## src/conv_cfg_pkg.sv

```systemverilog
// constants, types and register map of the converter configuration bank
package conv_cfg_pkg;
   // ------------------------------------------------------------
   // register addresses (13-bit address field of the instruction)
   // ------------------------------------------------------------
   localparam logic [12:0] ADDR_PORT_CFG = 13'h0000;
   localparam logic [12:0] ADDR_DEV_ID   = 13'h0001;
   localparam logic [12:0] ADDR_SPEED    = 13'h0002;
   localparam logic [12:0] ADDR_INDEX    = 13'h0005;
   localparam logic [12:0] ADDR_POWER    = 13'h0008;
   localparam logic [12:0] ADDR_CLOCK    = 13'h0009;
   localparam logic [12:0] ADDR_LOCAL    = 13'h0014;
   localparam logic [12:0] ADDR_TRANSFER = 13'h00FF;
   // ------------------------------------------------------------
   // reset values and field positions
   // ------------------------------------------------------------
   localparam logic [7:0] RST_PORT_CFG   = 8'h18;
   localparam logic [5:0] RST_INDEX      = 6'h3F;
   localparam logic [1:0] RST_POWER_MODE = 2'h0;
   localparam logic       RST_PIN_FN     = 1'b0;
   localparam logic       RST_DCS        = 1'b1;
   localparam logic [7:0] RST_LOCAL      = 8'h00;
   localparam int PC_LSB_HI  = 6;
   localparam int PC_LSB_LO  = 1;
   localparam int PC_SRST_HI = 5;
   localparam int PC_SRST_LO = 2;
   localparam int PW_PIN_FN  = 5;
   localparam int IDX_BCLK   = 5;
   localparam int IDX_WCLK   = 4;
   localparam int XFER_GO    = 0;
   localparam int DCS_BIT    = 0;
   localparam int GRADE_LSB  = 4;
   localparam int NUM_COPIES = 6;
   // ------------------------------------------------------------
   // power modes and frame timing
   // ------------------------------------------------------------
   localparam logic [1:0] PM_RUN       = 2'h0;
   localparam logic [1:0] PM_FULL_DOWN = 2'h1;
   localparam logic [1:0] PM_STANDBY   = 2'h2;
   localparam logic [1:0] PM_RESET     = 2'h3;
   localparam logic [3:0] INSTR_LAST   = 4'hF;
   localparam logic [3:0] BYTE_LAST    = 4'h7;
   localparam int INSTR_RW = 15;
   typedef enum logic [1:0] {ST_IDLE, ST_INSTR, ST_DATA} frame_state_e;
   typedef struct packed {
      logic sclk;
      logic sdata;
      logic serial_select_low;
   } serial_pins_s;
   typedef struct packed {
      logic full_power_down;
      logic standby;
      logic core_reset;
      logic dcs_enable;
      logic override_apply;
   } converter_ctrl_s;
endpackage : conv_cfg_pkg

```

## src/converter_config_register_map.sv

```systemverilog
// serial-port reached configuration register bank of the quad converter
`timescale 1ns/10ps
// ------------------------------------------------------------
// What this block does
// - byte registers in three address groups
// - channel index resets to 0x3F
// - any reset loads register defaults
// - six per-channel copies selected by index bits
// - local write updates every selected copy
// - all index bits set reads channel A
// - global registers single copy, index ignored
// - soft reset restores defaults, bit self-clears
// - 16-bit instruction, read turns data pin
// - msb first until lsb-first selected
// ------------------------------------------------------------
module converter_config_register_map #(
   parameter logic [7:0] DEVICE_ID   = 8'hA5, // arbitrary value
   parameter logic [2:0] SPEED_GRADE = 3'h0
) (
   input  wire logic                                  clk_i,
   input  wire logic                                  rst_n_i,
   input  wire conv_cfg_pkg::serial_pins_s            serial_i,
   input  wire logic                                  power_down_pin_i,
   output logic                                       sdio_o,
   output logic                                       sdio_oe_o,
   output conv_cfg_pkg::converter_ctrl_s              ctrl_o,
   output logic [conv_cfg_pkg::NUM_COPIES-1:0][7:0]   local_cfg_o
);
   import conv_cfg_pkg::*;

   function automatic logic [7:0] rev8(input logic [7:0] b);
      for (int i = 0; i < 8; i++) begin
         rev8[i] = b[7-i];
      end
   endfunction : rev8

   // ------------------------------------------------------------
   // reset release and pin synchronisers
   // ------------------------------------------------------------
   logic         rst_q1;
   logic         rst_n;
   serial_pins_s pin_q1;
   serial_pins_s pin_q2;
   logic         pd_q1;
   logic         pd_q2;
   logic         sclk_prev;

   always_ff @(posedge clk_i or negedge rst_n_i) begin
      if (!rst_n_i) begin
         rst_q1 <= 1'b0;
         rst_n  <= 1'b0;
      end else begin
         rst_q1 <= 1'b1;
         rst_n  <= rst_q1;
      end
   end

   always_ff @(posedge clk_i or negedge rst_n) begin
      if (!rst_n) begin
         pin_q1    <= '{sclk: 1'b0, sdata: 1'b0, serial_select_low: 1'b1};
         pin_q2    <= '{sclk: 1'b0, sdata: 1'b0, serial_select_low: 1'b1};
         pd_q1     <= 1'b0;
         pd_q2     <= 1'b0;
         sclk_prev <= 1'b0;
      end else begin
         pin_q1    <= serial_i;
         pin_q2    <= pin_q1;
         pd_q1     <= power_down_pin_i;
         pd_q2     <= pd_q1;
         sclk_prev <= pin_q2.sclk;
      end
   end

   wire sclk_rise = pin_q2.sclk & ~sclk_prev;
   wire sclk_fall = ~pin_q2.sclk & sclk_prev;

   // ------------------------------------------------------------
   // state
   // ------------------------------------------------------------
   frame_state_e                 state, next_state;
   logic [3:0]                   cnt, next_cnt;
   logic [15:0]                  shift, next_shift;
   logic                         rw, next_rw;
   logic [12:0]                  addr, next_addr;
   logic                         drv, next_drv;
   logic                         drv_oe, next_drv_oe;
   logic                         lsb_first, next_lsb_first;
   logic [5:0]                   idx, next_idx;
   logic [1:0]                   pmode, next_pmode;
   logic                         pin_fn, next_pin_fn;
   logic                         dcs, next_dcs;
   logic                         xfer, next_xfer;
   logic [NUM_COPIES-1:0][7:0]   loc, next_loc;
   converter_ctrl_s              ctrl, next_ctrl;
   logic [7:0]                   rd_byte;
   logic [7:0]                   port_cfg_rd;
   logic [7:0]                   byte_in;
   logic [15:0]                  instr;
   logic                         wr_en;
   logic [2:0]                   rd_sel;

   // ------------------------------------------------------------
   // read mux
   // ------------------------------------------------------------
   always_comb begin
      // mirrored nibbles, fixed 3-wire 16-bit address bits
      port_cfg_rd = RST_PORT_CFG;
      port_cfg_rd[PC_LSB_HI] = lsb_first;
      port_cfg_rd[PC_LSB_LO] = lsb_first;
      // lowest selected copy answers, so all-set reads channel A
      rd_sel = 3'h0;
      for (int i = NUM_COPIES - 1; i >= 0; i--) begin
         if (idx[i]) begin
            rd_sel = 3'(i);
         end
      end
      case (addr)
         ADDR_PORT_CFG: rd_byte = port_cfg_rd;
         ADDR_DEV_ID:   rd_byte = DEVICE_ID;
         ADDR_SPEED:    rd_byte = 8'({SPEED_GRADE, 4'h0});
         ADDR_INDEX:    rd_byte = {2'h0, idx};
         ADDR_POWER:    rd_byte = 8'({pin_fn, 3'h0, pmode});
         ADDR_CLOCK:    rd_byte = {7'h00, dcs};
         ADDR_TRANSFER: rd_byte = {7'h00, xfer};
         ADDR_LOCAL:    rd_byte = (idx == 6'h00) ? 8'h00 : loc[rd_sel];
         default:       rd_byte = 8'h00;
      endcase
   end

   // ------------------------------------------------------------
   // serial engine and register writes
   // ------------------------------------------------------------
   always_comb begin
      next_state     = state;
      next_cnt       = cnt;
      next_shift     = shift;
      next_rw        = rw;
      next_addr      = addr;
      next_drv       = drv;
      next_drv_oe    = drv_oe;
      next_lsb_first = lsb_first;
      next_idx       = idx;
      next_pmode     = pmode;
      next_pin_fn    = pin_fn;
      next_dcs       = dcs;
      next_xfer      = 1'b0; // transfer strobe clears after one cycle
      next_loc       = loc;
      wr_en          = 1'b0;
      byte_in        = lsb_first ? rev8(shift[7:0]) : shift[7:0];
      // the sixteenth instruction bit is still on the pin, not yet in shift
      instr          = lsb_first ? {rev8(shift[14:7]), rev8({shift[6:0], pin_q2.sdata})}
                                 : {shift[14:0], pin_q2.sdata};
      if (pin_q2.serial_select_low) begin
         next_state  = ST_IDLE;
         next_cnt    = 4'h0;
         next_drv_oe = 1'b0;
      end else begin
         case (state)
            ST_IDLE: begin
               next_state = ST_INSTR;
               next_cnt   = 4'h0;
            end
            ST_INSTR: begin
               if (sclk_rise) begin
                  next_shift = {shift[14:0], pin_q2.sdata};
                  next_cnt   = cnt + 4'h1;
                  if (cnt == INSTR_LAST) begin
                     next_state = ST_DATA;
                     next_cnt   = 4'h0;
                  end
               end
            end
            ST_DATA: begin
               if (sclk_fall && rw) begin
                  next_drv_oe = 1'b1;
                  next_drv    = lsb_first ? rd_byte[cnt[2:0]] : rd_byte[3'h7 - cnt[2:0]];
               end
               if (sclk_rise) begin
                  next_shift = {shift[14:0], pin_q2.sdata};
                  next_cnt   = cnt + 4'h1;
                  if (cnt == BYTE_LAST) begin
                     next_cnt  = 4'h0;
                     wr_en     = ~rw;
                     next_addr = addr - 13'h0001; // streaming walks downward
                  end
               end
            end
            default: begin
               next_state = ST_IDLE;
            end
         endcase
      end
      if (state == ST_INSTR && sclk_rise && cnt == INSTR_LAST) begin
         next_rw   = instr[INSTR_RW];
         next_addr = instr[12:0];
      end
      // write data: last received bit is not yet in shift
      byte_in = lsb_first ? rev8({shift[6:0], pin_q2.sdata}) : {shift[6:0], pin_q2.sdata};
      if (wr_en) begin
         case (addr)
            ADDR_PORT_CFG: begin
               next_lsb_first = byte_in[PC_LSB_HI] | byte_in[PC_LSB_LO];
               if (byte_in[PC_SRST_HI] | byte_in[PC_SRST_LO]) begin
                  next_lsb_first = 1'b0;
                  next_idx       = RST_INDEX;
                  next_pmode     = RST_POWER_MODE;
                  next_pin_fn    = RST_PIN_FN;
                  next_dcs       = RST_DCS;
                  next_loc       = {NUM_COPIES{RST_LOCAL}};
               end
            end
            ADDR_INDEX: next_idx = byte_in[5:0];
            ADDR_POWER: begin
               next_pmode  = byte_in[1:0];
               next_pin_fn = byte_in[PW_PIN_FN];
            end
            ADDR_CLOCK:    next_dcs  = byte_in[DCS_BIT];
            ADDR_TRANSFER: next_xfer = byte_in[XFER_GO];
            ADDR_LOCAL: begin
               for (int i = 0; i < NUM_COPIES; i++) begin
                  if (idx[i]) begin
                     next_loc[i] = byte_in;
                  end
               end
            end
            default: ;
         endcase
      end
      next_ctrl.full_power_down = (pmode == PM_FULL_DOWN) | (pd_q2 & ~pin_fn);
      next_ctrl.standby         = (pmode == PM_STANDBY) | (pd_q2 & pin_fn);
      next_ctrl.core_reset      = (pmode == PM_RESET);
      next_ctrl.dcs_enable      = dcs;
      next_ctrl.override_apply  = xfer;
   end

   always_ff @(posedge clk_i or negedge rst_n) begin
      if (!rst_n) begin
         state     <= ST_IDLE;
         cnt       <= 4'h0;
         shift     <= 16'h0000;
         rw        <= 1'b0;
         addr      <= 13'h0000;
         drv       <= 1'b0;
         drv_oe    <= 1'b0;
         lsb_first <= 1'b0;
         idx       <= RST_INDEX;
         pmode     <= RST_POWER_MODE;
         pin_fn    <= RST_PIN_FN;
         dcs       <= RST_DCS;
         xfer      <= 1'b0;
         loc       <= {NUM_COPIES{RST_LOCAL}};
         ctrl      <= '{full_power_down: 1'b0, standby: 1'b0, core_reset: 1'b0,
                        dcs_enable: RST_DCS, override_apply: 1'b0};
      end else begin
         state     <= next_state;
         cnt       <= next_cnt;
         shift     <= next_shift;
         rw        <= next_rw;
         addr      <= next_addr;
         drv       <= next_drv;
         drv_oe    <= next_drv_oe;
         lsb_first <= next_lsb_first;
         idx       <= next_idx;
         pmode     <= next_pmode;
         pin_fn    <= next_pin_fn;
         dcs       <= next_dcs;
         xfer      <= next_xfer;
         loc       <= next_loc;
         ctrl      <= next_ctrl;
      end
   end

   assign sdio_o      = drv;
   assign sdio_oe_o   = drv_oe;
   assign ctrl_o      = ctrl;
   assign local_cfg_o = loc;
endmodule : converter_config_register_map

```

## config.mk

```make
export PLATFORM = sky130hd
export DESIGN_NAME = converter_config_register_map
export DESIGN_NICKNAME = d
export VERILOG_FILES = /design/src/conv_cfg_pkg.sv /design/src/converter_config_register_map.sv
export SDC_FILE = /design/constraint.sdc
export NUM_CORES = 1
export LEC_CHECK = 0
export BUFFER_PORTS_ARGS = -buffer_cell sky130_fd_sc_hd__buf_2
export CAP_MARGIN = 20
export CORE_MARGIN = 2
export CORE_UTILIZATION = 35
export DETAILED_ROUTE_END_ITERATION = 16
export PLACE_DENSITY = 0.49
export SLEW_MARGIN = 20
export SYNTH_ARGS = -nofsm -noshare
export SYNTH_HDL_FRONTEND = slang
export SYNTH_SLANG_ARGS = --single-unit
```

## constraint.sdc

```tcl
create_clock -name clk_i -period 8.9 [get_ports clk_i]
set_input_delay 0.445 -clock clk_i [delete_from_list [all_inputs] [get_ports clk_i]]
set_output_delay 0.445 -clock clk_i [all_outputs]
set_load 0.02 [all_outputs]
```

==> metrics.csv <==
metric,value,unit
status,"finished, final reports clean",
GR Overflow Total,0,
slowest stage cell on the critical path,dfstp_2,
final wirelength,16930,um
final clock skew,0.01207,ns
clk buf depth,2,
final RePlAce weighted congestion,0.8668,
TNS Setup,0,ns
# nets final,633,
peak supply drop,0.1303,mV
pre-CTS setup slack,5.579,ns
Slew @ Worst Pin,1.025,ns
Die Y,131.0,um
Initial DRC Count,305,
CP Capture Type,flip-flop,
via count,4649,
non-filler instance count after layout,847,
CP peak stage delay,0.85,ns
Seq pwr share,0.394,
Tot Pwr,1.403,mW
"Slew Viols, Final",0,
Root Buffer Master,clkbuf_16,
synthesized net count,573,
die area,0.01716,mm^2
register area share after synthesis,0.5030,
Tcrit/Tclk final,0.3766,
length of the first detailed-routing pass in iterations,5,
"EDFF count, synth",0,
I/O pin total,61,
share of cells above drive strength 1,0.2171,
Clock Power Share,0.521,
CTS tree,yes,
"area leader, netlist",dfrtp_1,
Critical Path Fanout Max,26,
logic gate share of total power,0.085,
Via density,5.489,
syn_area_per_cell,10.12,um^2
RSZ-0062 raised after global routing,no,
final worst slack,5.549,ns
initial antenna violation count,0,
multi-input logic area,0.002640,mm^2
CTS Buf Count,17,
Max-Cap Viols,0,
"Hold Vio Cnt, Final",0,
Resize count post-CTS,0,
ANT cells,0,
IO buf count,60,
Pleak,3.080,nW
Antenna Nets Post-Route,0,
post-CTS setup buffers,0,
DIE WIDTH,131.0,um
total track usage,0.2089,
Num Clock Sinks,113,
Cells after Synth,558,
Core Rows,46,
Ys Warns,0,
Layout area overhead,20.65,%
switching power share of the total,0.2389,
vias in the first global route,4529,
top-area cell type share of the netlist area,0.4565,
NetSw,0.3352,mW
fillers,1518,
initial core utilization,0.3568,
cell family with most CP delay,compound AO/OA/AOI/OAI gates,
CP Data Required Time,9.19,ns
critical path class,flip-flop to flip-flop,
"Buf+Inv Stages, Crit Path",0,
DP Wirelength,11990,um
routed wire length per instance,19.99,um
global-route wire length before repair,26510,um
final setup vio count,0,
pin count of the biggest net entering global routing,63,
pwr dens,206.0,mW/mm^2
top_reg_cell synth,dfrtp_1,
Async SR Flop Fraction,1.000,
CP Launch Type,flip-flop,
Clock transition at path regs,0.05,ns
Seq cells post-synth,113,
crit path cell chain,nor2_1 > a211o_1 > mux4_2 > a221oi_1 > mux2i_1 > a2111oi_0 > o22ai_1,
post-layout util,0.4304,
mapped cell area,0.005647,mm^2
min Tclk post-route,3.351,ns
Slew HR,0.3148,
WP data arrival,3.64,ns
Hold WC Path Type,input pin to flip-flop,
clk_lat worst skew,0.42,ns
P_int,1.068,mW
Reg area,0.002844,mm^2
fmax,298.4,MHz
DRC Markers,0,
H-tree levels,4,
placed cells,814,
core area,0.01583,mm^2
largest cells by area after synthesis,"dfrtp_1 (46%), a22o_1 (5.4%), dfstp_2 (4.7%)",
Netlist cell types,61,
## logic make-up (layout without fill, tap and decap cells)
| group | after synthesis | count (layout) | share of synthesized area |
|---|---|---|---|
| fa+ha+maj | 9 | 9 | 0.01994 |
| compound gates | 155 | 155 | 0.1864 |
| xor+xnor | 10 | 10 | 0.01551 |
| simple gates | 189 | 189 | 0.1686 |
| mux | 35 | 35 | 0.07445 |
| flops | 113 | 113 | 0.5030 |
| other cells | 1 | 1 | 0.0006641 |
| buf+inv | 46 | 119 | 0.03147 |
## state kept, by name (all words and copies together), names as in the netlist, 2 cells and up
register	count
shift	15
pin_q2	3
local_cfg_o	48
addr	13
state	2
cnt	4
ctrl_o	5
pin_q1	3
pmode	2
idx	6
## cells in the mapped netlist (all sizes together), types with 8 or more instances
master  instances
dfstp          10
a22o           35
clkbuf         21
mux2           16
nand2          71
a21oi          30
nor2b           9
dfrtp         103
nor3b           8
o31ai           9
nand3          11
nand2b         14
a211oi         10
mux2i          15
nor2           42
inv            21
o21ai          41
ha              9
## repair_timing
action                                  4_1_cts  5_1_grt
hold endpoints to repair                      2        0
endpoints found under the setup margin        0        0
hold buffers                                  1        0
## cells in the final DEF, fill, tap and decap left out, types with 3 or more instances in the layout
master and n:
nand2b_1 14, nand2_1 70, xor2_1 4, buf_4 5, a211oi_1 10, a22o_1 35
xnor2_1 6, dfstp_2 10, nor3b_1 7, nor2b_1 9, ha_1 9, clkbuf_16 17
mux4_2 4, mux2_2 16, o21ai_1 5, o211ai_1 5, or4_1 4, nand3_1 11
buf_2 60, inv_1 21, nor3_1 3, o31ai_1 9, clkbuf_8 3, mux2i_1 15
bufinv_16 4, or3_1 4, nor4_1 5, and2_1 5, clkinv_2 3, nor2_1 41
a21oi_1 30, dfrtp_1 102, clkinvlp_4 3, o21ai_0 36
## worst paths after layout
path / from / endpoint / slack, ns / depth (start not counted)
min in group asynchronous: rst_n_i / rst_n$_DFF_PN0_ / 0.33 / 2
max in group asynchronous: rst_n$_DFF_PN0_ / ctrl_o[2]$_DFF_PN0_ / 7.30 / 1
max: idx[1]$_DFFE_PN1P_ / sdio_o$_DFFE_PN0P_ / 5.55 / 7
min reg2reg: pin_q1[1]$_DFF_PN0_ / pin_q2[1]$_DFF_PN0_ / 0.34 / 0
max reg2reg: idx[1]$_DFFE_PN1P_ / sdio_o$_DFFE_PN0P_ / 5.55 / 7
min: serial_i[0] / pin_q1[0]$_DFF_PN1_ / 0.13 / 1
## power groups by stage
stage	Combinational [mW]	Clock, mW	Sequential, mW
4_1_cts	0.119	0.743	0.554
3_3_place_gp	0.115	0	0.561
2_1_floorplan	0.0732	0	0.557
5_1_grt	0.133	0.767	0.557
3_5_place_dp	0.117	0	0.563
6_report	0.119	0.731	0.553
## final cells by class
type | instances | area share
inverter | 21 | 0.01157
clock inverter | 10 | 0.02314
sequential | 113 | 0.4174
tap | 216 | 0.03967
multi-input combinational | 399 | 0.3875
timing repair buffer | 66 | 0.05106
clock buffer | 22 | 0.06961
## stage by stage
step	hold WS, ns	instance area (um^2)
5_1_grt	0.1188	6813
6_report	0.1251	6813
4_1_cts	0.1119	6807
3_3_place_gp	0.2292	6165
2_1_floorplan	0.1494	5647
3_5_place_dp	0.2318	6165
## routing by layer
| layer | global-route usage | part of all wire |
|---|---|---|
| met1 | 0.3096 | 0.48 |
| met5 | 0 | 0 |
| met3 | 0.05497 | 0.072 |
| met4 | 0.07572 | 0.019 |
| met2 | 0.2917 | 0.43 |
Note: power is estimated with default switching activity, not from simulation.
